===== src/dtfc_consts.vh =====
// Register offsets, field positions, action encodings, reset values and counter limits of the dual timer flag block.
`ifndef DTFC_CONSTS_VH
`define DTFC_CONSTS_VH

// Register offsets on the plain register port.
`define DTFC_ADDR_W          4
`define DTFC_OFS_X_STATUS    4'h0
`define DTFC_OFS_Y_STATUS    4'h1
`define DTFC_OFS_CAP_RISE    4'h2
`define DTFC_OFS_CAP_FALL    4'h3
`define DTFC_OFS_OFFSET_CMP  4'h5
`define DTFC_OFS_CAP_CTRL    4'h8

// Status register field positions and the capture control start bit.
`define DTFC_BIT_MATCH_B     7
`define DTFC_BIT_MATCH_A     6
`define DTFC_BIT_WRAP        5
`define DTFC_BIT_CAPTURE     4
`define DTFC_BIT_B_ACT_HI    3
`define DTFC_BIT_B_ACT_LO    2
`define DTFC_BIT_A_ACT_HI    1
`define DTFC_BIT_A_ACT_LO    0
`define DTFC_BIT_CAP_START   4

// Output action encodings.
`define DTFC_ACT_KEEP        2'h0
`define DTFC_ACT_LOW         2'h1
`define DTFC_ACT_HIGH        2'h2
`define DTFC_ACT_TOGGLE      2'h3

// Reset values and counter limits.
`define DTFC_RST_OFFSET_CMP  8'hFF
`define DTFC_RST_CAPTURE     8'h00
`define DTFC_RST_STATUS      8'h00
`define DTFC_CNT_MAX         8'hFF
`define DTFC_CNT_MIN         8'h00

`endif


===== src/dtfc_top.v =====
// Flag, output-select, offset-compare and pulse-capture logic for timer channels X and Y.
//
// Summary of operation
// - X match-B flag is bit 7, X match-A flag is bit 6.
// - Y match-B flag is bit 7, Y match-A flag is bit 6.
// - X wrap flag, bit 5, sets when counter X goes FF to 00.
// - Y wrap flag, bit 5, sets when counter Y goes FF to 00.
// - Match and wrap flags clear by read-as-one then write zero; reset zero.
// - X status bit 4 sets after rising then falling external reset edge.
// - Capture flag clears by read-as-one then write zero; reset zero.
// - Y status bit 4 enables the capture interrupt request.
// - Action 00 keeps, 01 drives low, 10 drives high, 11 toggles.
// - X bits 3:2 act on match B, bits 1:0 on match A.
// - Y bits 3:2 act on match B, bits 1:0 on match A.
// - Match C fires when counter equals offset compare plus captured value.
// - Match C is suppressed during offset compare writes and capture cycles.
// - Offset compare is read-write and resets to FF.
// - With start set, capture counter on rising then next falling edge.
// - Start bit clears itself after one full capture operation.
// - Both capture registers are read-only and reset to 00.
// - Start bit sets only by writing one after reading it as zero.
`include "dtfc_consts.vh"
`default_nettype none

module dtfc_top #(
    parameter CNT_W = 8
) (
    input  wire             mclk_i,
    input  wire             rst_i,
    input  wire [3:0]       reg_addr_i,
    input  wire [7:0]       reg_wdata_i,
    input  wire             reg_wr_i,
    input  wire             reg_rd_i,
    output reg  [7:0]       reg_rdata_o,
    input  wire [CNT_W-1:0] chan_x_counter_i,
    input  wire [CNT_W-1:0] chan_y_counter_i,
    input  wire [CNT_W-1:0] chan_x_compare_a_i,
    input  wire [CNT_W-1:0] chan_x_compare_b_i,
    input  wire [CNT_W-1:0] chan_y_compare_a_i,
    input  wire [CNT_W-1:0] chan_y_compare_b_i,
    input  wire             external_reset_in_i,
    output reg              chan_x_compare_out_o,
    output reg              chan_y_compare_out_o,
    output reg              match_c_o,
    output wire             capture_irq_o
);

    // Capture sequencer states.
    localparam [1:0] ST_IDLE      = 2'h0;
    localparam [1:0] ST_WAIT_RISE = 2'h1;
    localparam [1:0] ST_WAIT_FALL = 2'h2;

    // Applies a two-bit action code to the present pin level.
    function apply_action;
        input [1:0] act;
        input       cur;
        begin
            case (act)
                `DTFC_ACT_KEEP:   apply_action = cur;
                `DTFC_ACT_LOW:    apply_action = 1'b0;
                `DTFC_ACT_HIGH:   apply_action = 1'b1;
                `DTFC_ACT_TOGGLE: apply_action = ~cur;
                default:          apply_action = cur;
            endcase
        end
    endfunction

    // Next value of a sticky flag: a set beats a clearing write.
    function flag_next;
        input cur;
        input set;
        input armed;
        input wr_hit;
        input wbit;
        begin
            if (set) begin
                flag_next = 1'b1;
            end else if (wr_hit && armed && !wbit) begin
                flag_next = 1'b0;
            end else begin
                flag_next = cur;
            end
        end
    endfunction

    // Decodes one register strobe against one register offset.
    function strobe_at;
        input       strobe;
        input [3:0] addr;
        input [3:0] ofs;
        begin
            strobe_at = strobe && (addr == ofs);
        end
    endfunction

    // A compare event: the counter has just stepped onto the compare value.
    function step_hit;
        input [CNT_W-1:0] cur;
        input [CNT_W-1:0] prev;
        input [CNT_W-1:0] cmp;
        begin
            step_hit = (cur != prev) && (cur == cmp);
        end
    endfunction

    // A wrap: the previous sample sat at the maximum and the counter now sits at the minimum.
    function wrapped;
        input [CNT_W-1:0] cur;
        input [CNT_W-1:0] prev;
        begin
            wrapped = (prev == `DTFC_CNT_MAX) && (cur == `DTFC_CNT_MIN);
        end
    endfunction

    // Registers and state.
    reg [7:0]       x_status_q;
    reg [7:0]       x_status_d;
    reg [7:0]       y_status_q;
    reg [7:0]       y_status_d;
    reg [3:0]       x_arm_q;
    reg [3:0]       x_arm_d;
    reg [2:0]       y_arm_q;
    reg [2:0]       y_arm_d;
    reg [7:0]       offset_cmp_q;
    reg [7:0]       cap_rise_q;
    reg [7:0]       cap_fall_q;
    reg             cap_start_q;
    reg             cap_start_d;
    reg             start_arm_q;
    reg             start_arm_d;
    reg [1:0]       cap_st_q;
    reg [1:0]       cap_st_d;
    reg             ext_prev_q;
    reg [CNT_W-1:0] x_prev_q;
    reg [CNT_W-1:0] y_prev_q;

    // Decoded register port strobes.
    wire wr_x   = strobe_at(reg_wr_i, reg_addr_i, `DTFC_OFS_X_STATUS);
    wire wr_y   = strobe_at(reg_wr_i, reg_addr_i, `DTFC_OFS_Y_STATUS);
    wire wr_ofs = strobe_at(reg_wr_i, reg_addr_i, `DTFC_OFS_OFFSET_CMP);
    wire wr_cc  = strobe_at(reg_wr_i, reg_addr_i, `DTFC_OFS_CAP_CTRL);
    wire rd_x   = strobe_at(reg_rd_i, reg_addr_i, `DTFC_OFS_X_STATUS);
    wire rd_y   = strobe_at(reg_rd_i, reg_addr_i, `DTFC_OFS_Y_STATUS);
    wire rd_cc  = strobe_at(reg_rd_i, reg_addr_i, `DTFC_OFS_CAP_CTRL);

    // Counters arrive from the counting logic; an event counts once, when the counter
    // has just moved onto the value, so a stopped counter does not retoggle the pins.
    wire x_hit_a = step_hit(chan_x_counter_i, x_prev_q, chan_x_compare_a_i);
    wire x_hit_b = step_hit(chan_x_counter_i, x_prev_q, chan_x_compare_b_i);
    wire y_hit_a = step_hit(chan_y_counter_i, y_prev_q, chan_y_compare_a_i);
    wire y_hit_b = step_hit(chan_y_counter_i, y_prev_q, chan_y_compare_b_i);

    // Wrap is seen as the maximum followed by the minimum.
    wire x_wrap = wrapped(chan_x_counter_i, x_prev_q);
    wire y_wrap = wrapped(chan_y_counter_i, y_prev_q);

    // Edges of the external reset input, taken as synchronous.
    wire ext_rise = external_reset_in_i && !ext_prev_q;
    wire ext_fall = !external_reset_in_i && ext_prev_q;

    // Capture events of this cycle.
    wire take_rise = (cap_st_q == ST_WAIT_RISE) && ext_rise;
    wire take_fall = (cap_st_q == ST_WAIT_FALL) && ext_fall;
    wire cap_done  = take_fall;

    // Offset compare sum wraps in eight bits, as the counter does.
    wire [7:0] match_c_ref = offset_cmp_q + cap_rise_q;

    // Capture sequencer: waits for a rising edge, then the next falling edge.
    // Edges seen before the sequencer has left idle are ignored, so the write cycle
    // that sets the start bit and the cycle after it cannot begin a capture.
    always @* begin
        cap_st_d = cap_st_q;
        case (cap_st_q)
            ST_IDLE: begin
                if (cap_start_q) begin
                    cap_st_d = ST_WAIT_RISE;
                end
            end
            ST_WAIT_RISE: begin
                if (take_rise) begin
                    cap_st_d = ST_WAIT_FALL;
                end
            end
            ST_WAIT_FALL: begin
                if (take_fall) begin
                    cap_st_d = ST_IDLE;
                end
            end
            default: begin
                cap_st_d = ST_IDLE;
            end
        endcase
    end

    // Start bit: set only by a write of one that follows a read of zero.
    // The end of a capture wins over a setting write in the same cycle, so software
    // that races the falling edge has to read and start again.
    always @* begin
        cap_start_d = cap_start_q;
        start_arm_d = start_arm_q;
        if (cap_done) begin
            cap_start_d = 1'b0;
        end else if (wr_cc && start_arm_q && reg_wdata_i[`DTFC_BIT_CAP_START]) begin
            cap_start_d = 1'b1;
        end
        if (rd_cc) begin
            start_arm_d = !cap_start_q;
        end else if (wr_cc) begin
            start_arm_d = 1'b0;
        end
    end

    // Channel X status: flags in 7:4, action fields in 3:0.
    // Every flag goes through flag_next, so the set-beats-clear order lives in
    // one place for all seven flags of both channels.
    always @* begin
        x_status_d = x_status_q;
        x_status_d[`DTFC_BIT_MATCH_B] = flag_next(x_status_q[`DTFC_BIT_MATCH_B], x_hit_b,
            x_arm_q[3], wr_x, reg_wdata_i[`DTFC_BIT_MATCH_B]);
        x_status_d[`DTFC_BIT_MATCH_A] = flag_next(x_status_q[`DTFC_BIT_MATCH_A], x_hit_a,
            x_arm_q[2], wr_x, reg_wdata_i[`DTFC_BIT_MATCH_A]);
        x_status_d[`DTFC_BIT_WRAP] = flag_next(x_status_q[`DTFC_BIT_WRAP], x_wrap,
            x_arm_q[1], wr_x, reg_wdata_i[`DTFC_BIT_WRAP]);
        x_status_d[`DTFC_BIT_CAPTURE] = flag_next(x_status_q[`DTFC_BIT_CAPTURE], cap_done,
            x_arm_q[0], wr_x, reg_wdata_i[`DTFC_BIT_CAPTURE]);
        if (wr_x) begin
            x_status_d[3:0] = reg_wdata_i[3:0];
        end
    end

    // Channel Y status: flags in 7:5, capture enable in 4, action fields in 3:0.
    // The capture enable and the action fields are plain storage with no arming.
    always @* begin
        y_status_d = y_status_q;
        y_status_d[`DTFC_BIT_MATCH_B] = flag_next(y_status_q[`DTFC_BIT_MATCH_B], y_hit_b,
            y_arm_q[2], wr_y, reg_wdata_i[`DTFC_BIT_MATCH_B]);
        y_status_d[`DTFC_BIT_MATCH_A] = flag_next(y_status_q[`DTFC_BIT_MATCH_A], y_hit_a,
            y_arm_q[1], wr_y, reg_wdata_i[`DTFC_BIT_MATCH_A]);
        y_status_d[`DTFC_BIT_WRAP] = flag_next(y_status_q[`DTFC_BIT_WRAP], y_wrap,
            y_arm_q[0], wr_y, reg_wdata_i[`DTFC_BIT_WRAP]);
        if (wr_y) begin
            y_status_d[4:0] = reg_wdata_i[4:0];
        end
    end

    // Clear arms: a read records which flags were one; any write to the register
    // uses them up, so a second write without a fresh read clears nothing.
    always @* begin
        x_arm_d = x_arm_q;
        y_arm_d = y_arm_q;
        if (rd_x) begin
            x_arm_d = x_status_q[7:4];
        end else if (wr_x) begin
            x_arm_d = 4'h0;
        end
        if (rd_y) begin
            y_arm_d = y_status_q[7:5];
        end else if (wr_y) begin
            y_arm_d = 3'h0;
        end
    end

    // State registers. The previous samples reset to zero, the idle level of the
    // external reset input, so no false rising edge is seen just after a reset.
    always @(posedge mclk_i or posedge rst_i) begin
        if (rst_i) begin
            x_status_q  <= `DTFC_RST_STATUS;
            y_status_q  <= `DTFC_RST_STATUS;
            x_arm_q     <= 4'h0;
            y_arm_q     <= 3'h0;
            cap_start_q <= 1'b0;
            start_arm_q <= 1'b0;
            cap_st_q    <= ST_IDLE;
            ext_prev_q  <= 1'b0;
            x_prev_q    <= {CNT_W{1'b0}};
            y_prev_q    <= {CNT_W{1'b0}};
        end else begin
            x_status_q  <= x_status_d;
            y_status_q  <= y_status_d;
            x_arm_q     <= x_arm_d;
            y_arm_q     <= y_arm_d;
            cap_start_q <= cap_start_d;
            start_arm_q <= start_arm_d;
            cap_st_q    <= cap_st_d;
            ext_prev_q  <= external_reset_in_i;
            x_prev_q    <= chan_x_counter_i;
            y_prev_q    <= chan_y_counter_i;
        end
    end

    // Offset compare register and the two capture registers.
    // Writes to the capture offsets match no write decode, which keeps both
    // capture registers read-only without any extra logic.
    always @(posedge mclk_i or posedge rst_i) begin
        if (rst_i) begin
            offset_cmp_q <= `DTFC_RST_OFFSET_CMP;
            cap_rise_q   <= `DTFC_RST_CAPTURE;
            cap_fall_q   <= `DTFC_RST_CAPTURE;
        end else begin
            if (wr_ofs) begin
                offset_cmp_q <= reg_wdata_i;
            end
            if (take_rise) begin
                cap_rise_q <= chan_x_counter_i[7:0];
            end
            if (take_fall) begin
                cap_fall_q <= chan_x_counter_i[7:0];
            end
        end
    end

    // Compare outputs; when both matches land together, only the B action is applied.
    // An A action is lost in that cycle, so the two compare values should differ.
    always @(posedge mclk_i or posedge rst_i) begin
        if (rst_i) begin
            chan_x_compare_out_o <= 1'b0;
            chan_y_compare_out_o <= 1'b0;
        end else begin
            if (x_hit_b) begin
                chan_x_compare_out_o <= apply_action(x_status_q[3:2], chan_x_compare_out_o);
            end else if (x_hit_a) begin
                chan_x_compare_out_o <= apply_action(x_status_q[1:0], chan_x_compare_out_o);
            end
            if (y_hit_b) begin
                chan_y_compare_out_o <= apply_action(y_status_q[3:2], chan_y_compare_out_o);
            end else if (y_hit_a) begin
                chan_y_compare_out_o <= apply_action(y_status_q[1:0], chan_y_compare_out_o);
            end
        end
    end

    // Match C is a level, registered; the sum may be stale while it changes, hence the blanking.
    // It is one cycle late against the counter value it was computed from.
    always @(posedge mclk_i or posedge rst_i) begin
        if (rst_i) begin
            match_c_o <= 1'b0;
        end else begin
            match_c_o <= (chan_x_counter_i[7:0] == match_c_ref) && !wr_ofs && !take_rise
                && !take_fall;
        end
    end

    // Capture request follows the flag and its enable.
    // It is combinational from two flip-flops, so it needs no settling of its own.
    assign capture_irq_o = x_status_q[`DTFC_BIT_CAPTURE] && y_status_q[`DTFC_BIT_CAPTURE];

    // Register read port: data stand in the cycle after the read strobe only.
    // Zero at all other times lets several blocks share an or-ed read bus; the
    // flags shown are those of the strobe cycle, which the arming logic relies on.
    always @(posedge mclk_i or posedge rst_i) begin
        if (rst_i) begin
            reg_rdata_o <= 8'h00;
        end else if (reg_rd_i) begin
            case (reg_addr_i)
                `DTFC_OFS_X_STATUS:   reg_rdata_o <= x_status_q;
                `DTFC_OFS_Y_STATUS:   reg_rdata_o <= y_status_q;
                `DTFC_OFS_CAP_RISE:   reg_rdata_o <= cap_rise_q;
                `DTFC_OFS_CAP_FALL:   reg_rdata_o <= cap_fall_q;
                `DTFC_OFS_OFFSET_CMP: reg_rdata_o <= offset_cmp_q;
                `DTFC_OFS_CAP_CTRL:   reg_rdata_o <= {3'h0, cap_start_q, 4'h0};
                default:              reg_rdata_o <= 8'h00;
            endcase
        end else begin
            reg_rdata_o <= 8'h00;
        end
    end

endmodule

`default_nettype wire


===== config.mk =====
export PLATFORM = sky130hd
export DESIGN_NAME = dtfc_top
export DESIGN_NICKNAME = d
export VERILOG_FILES = /design/src/dtfc_top.v
export VERILOG_INCLUDE_DIRS = /design/src
export SDC_FILE = /design/constraint.sdc
export NUM_CORES = 1
export LEC_CHECK = 0
export ABC_AREA = 1
export BUFFER_PORTS_ARGS = -buffer_cell sky130_fd_sc_hd__buf_2
export CORE_ASPECT_RATIO = 1.75
export CORE_MARGIN = 2
export CORE_UTILIZATION = 40
export DETAILED_ROUTE_END_ITERATION = 8
export GPL_TIMING_DRIVEN = 0
export PLACE_DENSITY = 0.71
export SLEW_MARGIN = 20
export SYNTH_ARGS = -nofsm -noshare
export SYNTH_HDL_FRONTEND = slang
export SYNTH_SLANG_ARGS = --single-unit

===== constraint.sdc =====
create_clock -name mclk_i -period 3.64 [get_ports mclk_i]
set_input_delay 0.182 -clock mclk_i [delete_from_list [all_inputs] [get_ports mclk_i]]
set_output_delay 0.182 -clock mclk_i [all_outputs]
set_load 0.02 [all_outputs]

# Word-level counts from Yosys, hierarchy flattened
# Cells that the tools add are included.
[totals]
word_cells = 169
out_inout_bits = 12
ff_bits = 79
inputBits = 65
[classes]
mux = 36
add_sub_neg = 1
bitwise = 2
n_eq_ne = 35
n_reduce_logical = 71
[op_table]
columns = ["op", "count"]
rows = [
  ["case mux 8 bit (6 select lines)", 1],
  ["equality test 8 bit", 5],
  ["logical AND 1 bit", 37],
  ["nonzero test 2 bit", 13],
  ["two-way mux 1 bit", 22],
  ["equality test 2 bit (second input constant)", 9],
  ["equality test 8 bit (second input constant)", 2],
  ["zero test 8 bit", 2],
  ["inequality test 8 bit", 2],
  ["inequality test 2 bit (second input constant)", 7],
  ["case mux 1 bit (3 select lines)", 4],
  ["equality test 2 x 1 -> 1 bit (second input constant)", 5],
  ["zero test 1 bit", 10],
  ["zero test 2 bit", 5],
  ["AND reduction 3 bit", 3],
  ["adder 8 bit", 1],
  ["equality test 4 x 2 -> 1 bit (second input constant)", 2],
  ["two-way mux 4 bit", 2],
  ["two-way mux 8 bit", 1],
  ["two-way mux 2 bit", 3],
  ["two-way mux 3 bit", 2],
  ["case mux 2 bit (3 select lines)", 1],
  ["equality test 4 x 1 -> 1 bit (second input constant)", 1],
  ["equality test 4 x 3 -> 1 bit (second input constant)", 1],
  ["other kinds (3)", 4],
]

# Longest topological paths before layout
[depth]
word_depth = 6
mapped_depth = 12
ltp_nobuf = 12

# Least setup slack after synthesis
# No wires, ideal clock.
[synth_timing]
path_type = "reg2reg"
startpoint = "register cap_rise_q[0]"
endpoint = "register match_c_o"
n_path_buf = 0
synth_period_minus_slack_ps = 1755
required_time_ps = 3554
path_stages_with_launch = 9
setup_ps = 86
arrival_ps = 1669
slack_ps = 1885
path_cell_list = "dfrtp_1 ha_1 fa_1 or2_2 nand3_1 nand2_1 nor3_1 nand3_1 nor3_1"
[synth_between]
elab_chain_cells = 5
[synth_lines]
columns = ["item", "line", "source"]
rows = [
  ["start: declaration", "dtfc_top.v:125", "reg [7:0] cap_rise_q;"],
  ["start signal: assignment", "dtfc_top.v:298", "cap_rise_q <= `DTFC_RST_CAPTURE;"],
  ["start signal: assignment", "dtfc_top.v:305", "cap_rise_q <= chan_x_counter_i[7:0];"],
  ["adder 8 bit", "dtfc_top.v:167", "wire [7:0] match_c_ref = offset_cmp_q + cap_rise_q;"],
  ["equality test 8 bit", "dtfc_top.v:339", "match_c_o <= (chan_x_counter_i[7:0] == match_c_ref) && !wr_ofs && !take_rise"],
  ["logical AND 1 bit (2 in a row)", "dtfc_top.v:339", ""],
  ["logical AND 1 bit", "dtfc_top.v:340", "&& !take_fall;"],
  ["end signal: assignment", "dtfc_top.v:339", ""],
  ["end: declaration", "dtfc_top.v:44", "output reg match_c_o,"],
]
# No other way between the ends.
# A chain may end at the register's enable or synchronous reset.

# Worst setup path after layout
# Same ends and word-level chain as after synthesis.

==> summary.md <==
| Metric | Value |
|---|---|
| Synth Register Bits | `79` |
| Netlist cell types | `34` |
| Cells after DPL | `about 840` |
| Post-synthesis async set-or-reset flop share | `1.000` |
| Max Slew Vio Count | `0` |
| Fin nets | `802` |
| Postcts setup bufs | `0` |
| Primary FF master, synth | `dfrtp_1` |
| Clk sinks | `79` |
| Layout cells sized above 1 | `0.1594` |
| Drt pass-1 iters | `5` |
| Port bufs | `76` |
| Die X-Extent | `84.82 um` |
| CTS Hold Bufs | `8` |
| Post-route insts no fill | `866` |
| Vias in the first global route | `3,993` |
| Setup ws final | `1.632 ns` |
| I/O pin count | `77` |
| HP Class | `in -> reg` |
| Vias/cell | `4.855` |
| Starting Density | `0.4094` |
| Core Area | `about 11,000 um2` |
| Outcome | `finished, final reports clean` |
| Post-route setup TNS | `0 ns` |
| Post-DP HPWL | `around 9000 um` |
| Post-Synthesis Cells | `633` |
| Commonest cells after routing, fill and taps aside | `nand2_1, inv_1, buf_2` |
| Top layer in use | `met4` |
| Critical path arrival | `2.27 ns` |
| Routed met1 length | `roughly 4600 um` |
| Routed vias | `4,204` |
| Hold slack | `approximately 0.02 ns` |
| Initial antenna violation count | `0` |
| Core Util, Final | `0.5005` |
| Dpl ws | `roughly 1.6 ns` |
| Final Hold Fails | `0` |
| PD cells | `585.5 nW/um2` |
| Crit path max fanout | `3` |
| Final routed DRC violation total | `0` |
| Tmin final | `2.008 ns` |
| Ys Warns | `0` |
| Die area | `12,330 um2` |
| Worst Tran Pin Value | `0.4410 ns` |
| Register area share after synthesis | `0.4346` |
| Antenna cells | `0` |
| Largest net degree at the start of global routing | `50` |
| Crit start category | `register` |
| Initial DRC Count | `about 200` |
| Leak | `a little over 3 nW` |
| Die span in y | `approximately 150 um` |
| Final setup violation count | `0` |
| Routed WL | `about 12,000 um` |
| Clk buf depth | `2` |
| Normalized max-slew margin | `0.7060` |
| Htree depth | `3` |
| Commonest non-fill, non-tap cell in the layout | `nand2_1` |
| Wire per inst | `13.30 um` |
| Syn-to-layout area delta | `22.25%` |
| Kind of critical path | `reg -> reg` |
| Critical path capture point type | `register` |
| CTS clk-pin slew, worst paths | `approximately 0.060 ns` |
| VDD IR max | `0.0003330 V` |
| GRT Overall Usage | `0.1952` |
| PostCTS Resize Cnt | `0` |
| Worst path required time | `3.90 ns` |
| Post-synth EDFFs | `0` |
| Unrepaired setup endpoints after global routing | `false` |
| DRT antenna net count | `0` |
| Gr ovfl total | `0` |
| Cts bufs inserted | `9` |
| Clock skew | `0.005131 ns` |
| CTS tree | `built` |
| Final Cycle Share | `0.5515` |
| First-pass GRT wire length | `18,900 um` |
| Synth Area per Inst | `7.223 um2` |
| Mapped cell area | `~4600 um2` |
| RD Place Congestion | `0.8409` |
| Total of max-cap violations | `0` |
| Syn_nets | `approximately 710` |
| WL met2 | `6130 um` |
| Fmax | `between 400 and 500 MHz` |
| Clock tree root driver cell | `clkbuf_16` |
| Worst-Skew Late Latency | `0.34 ns` |
| Std-Cell Rows | `51` |
| DR WL met3 | `413 um` |
==> critical path, cell delays in order, from the launching register on <==
cell and delay [ns]:
dfrtp_1 0.42, ha_1 0.23, fa_1 0.38, or2_2 0.29, nand3_1 0.07, nand2_1 0.05, nor3_1 0.20, nand3_1 0.14
nor3_1 0.15
==> where the power goes <==
part           switching (mW)  internal (mW)
Combinational           0.558          0.380
Sequential              0.142           1.10
Clock                   0.355          0.738
==> synthesized netlist by cell type (2+ instances only) <==
master | count | area share
nor2_1 | 47 | 0.039
clkbuf_1 | 2 | 0.0016
or2_2 | 2 | 0.0027
nor2_4 | 4 | 0.0099
dfrtp_1 | 71 | 0.39
nand2_1 | 206 | 0.17
nand2_2 | 2 | 0.0027
nor4_1 | 3 | 0.0041
ha_1 | 7 | 0.019
o31ai_1 | 2 | 0.0033
buf_6 | 2 | 0.0049
o21ai_0 | 40 | 0.044
xnor2_1 | 12 | 0.023
buf_2 | 2 | 0.0022
nand4_1 | 22 | 0.030
a31oi_1 | 4 | 0.0055
inv_1 | 118 | 0.097
o21ai_1 | 2 | 0.0022
nand3_1 | 23 | 0.025
nor3_1 | 11 | 0.012
o22ai_1 | 17 | 0.023
a21oi_1 | 11 | 0.012
xor2_1 | 5 | 0.0096
dfstp_2 | 8 | 0.046
==> flip-flops by register name, summed over array words and instances (netlist names) <==
register              count
chan_y_compare_out_o      1
y_arm_q                   3
y_status_q                8
cap_rise_q                8
cap_start_q               1
x_status_q                8
ext_prev_q                1
x_arm_q                   4
reg_rdata_o               8
cap_fall_q                8
offset_cmp_q              8
chan_x_compare_out_o      1
start_arm_q               1
cap_st_q                  2
match_c_o                 1
x_prev_q                  8
y_prev_q                  8
==> worst paths after layout <==
kind                                      from              end  slack (ns)  cells after the start
setup / recovery                 cap_rise_q[0]        match_c_o        1.63                      8
hold reg to reg                  cap_fall_q[6]    cap_fall_q[6]        0.48                      2
min in group asynchronous                rst_i    y_status_q[6]        0.39                      3
setup reg to reg                 cap_rise_q[0]        match_c_o        1.63                      8
max in group asynchronous                rst_i  offset_cmp_q[1]        2.62                      4
hold / removal             chan_y_counter_i[3]      y_prev_q[3]        0.02                      1
==> stage by stage <==
step,power (mW),instance area [um2]
floorplan,1.905,4572
global placement,2.149,5117
detailed placement,2.176,5147
CTS,3.301,5589
global route,3.496,5589
finish,3.273,5589
==> metal layers <==
metal | vias up | track usage
li1 | 2190 | -
met1 | 1889 | 0.2194
met2 | 102 | 0.3508
met3 | 23 | 0.03573
met4 | 0 | 0.08968
met5 | - | 0
==> cell type report <==
class,count,area (um2)
Buffer,7,45.04
Clock buffer,10,229.0
Clock inverter,6,132.6
Fill cell,1070,5578
Inverter,119,449.2
Multi-Input combinational cell,428,2093
Sequential cell,79,1987
Tap cell,132,165.2
Timing Repair Buffer,85,488.0
==> cell families (layout without fill, tap and decap cells) <==
logic type | count (synthesis) | in the layout | share of synthesized area
xor+xnor | 17 | 17 | 0.03257
fa+ha+maj | 8 | 8 | 0.02354
compound gates | 80 | 80 | 0.09743
flops | 79 | 79 | 0.4346
buf+inv | 126 | 227 | 0.1076
simple gates | 323 | 323 | 0.3043
(Power assumes the default switching activity.)
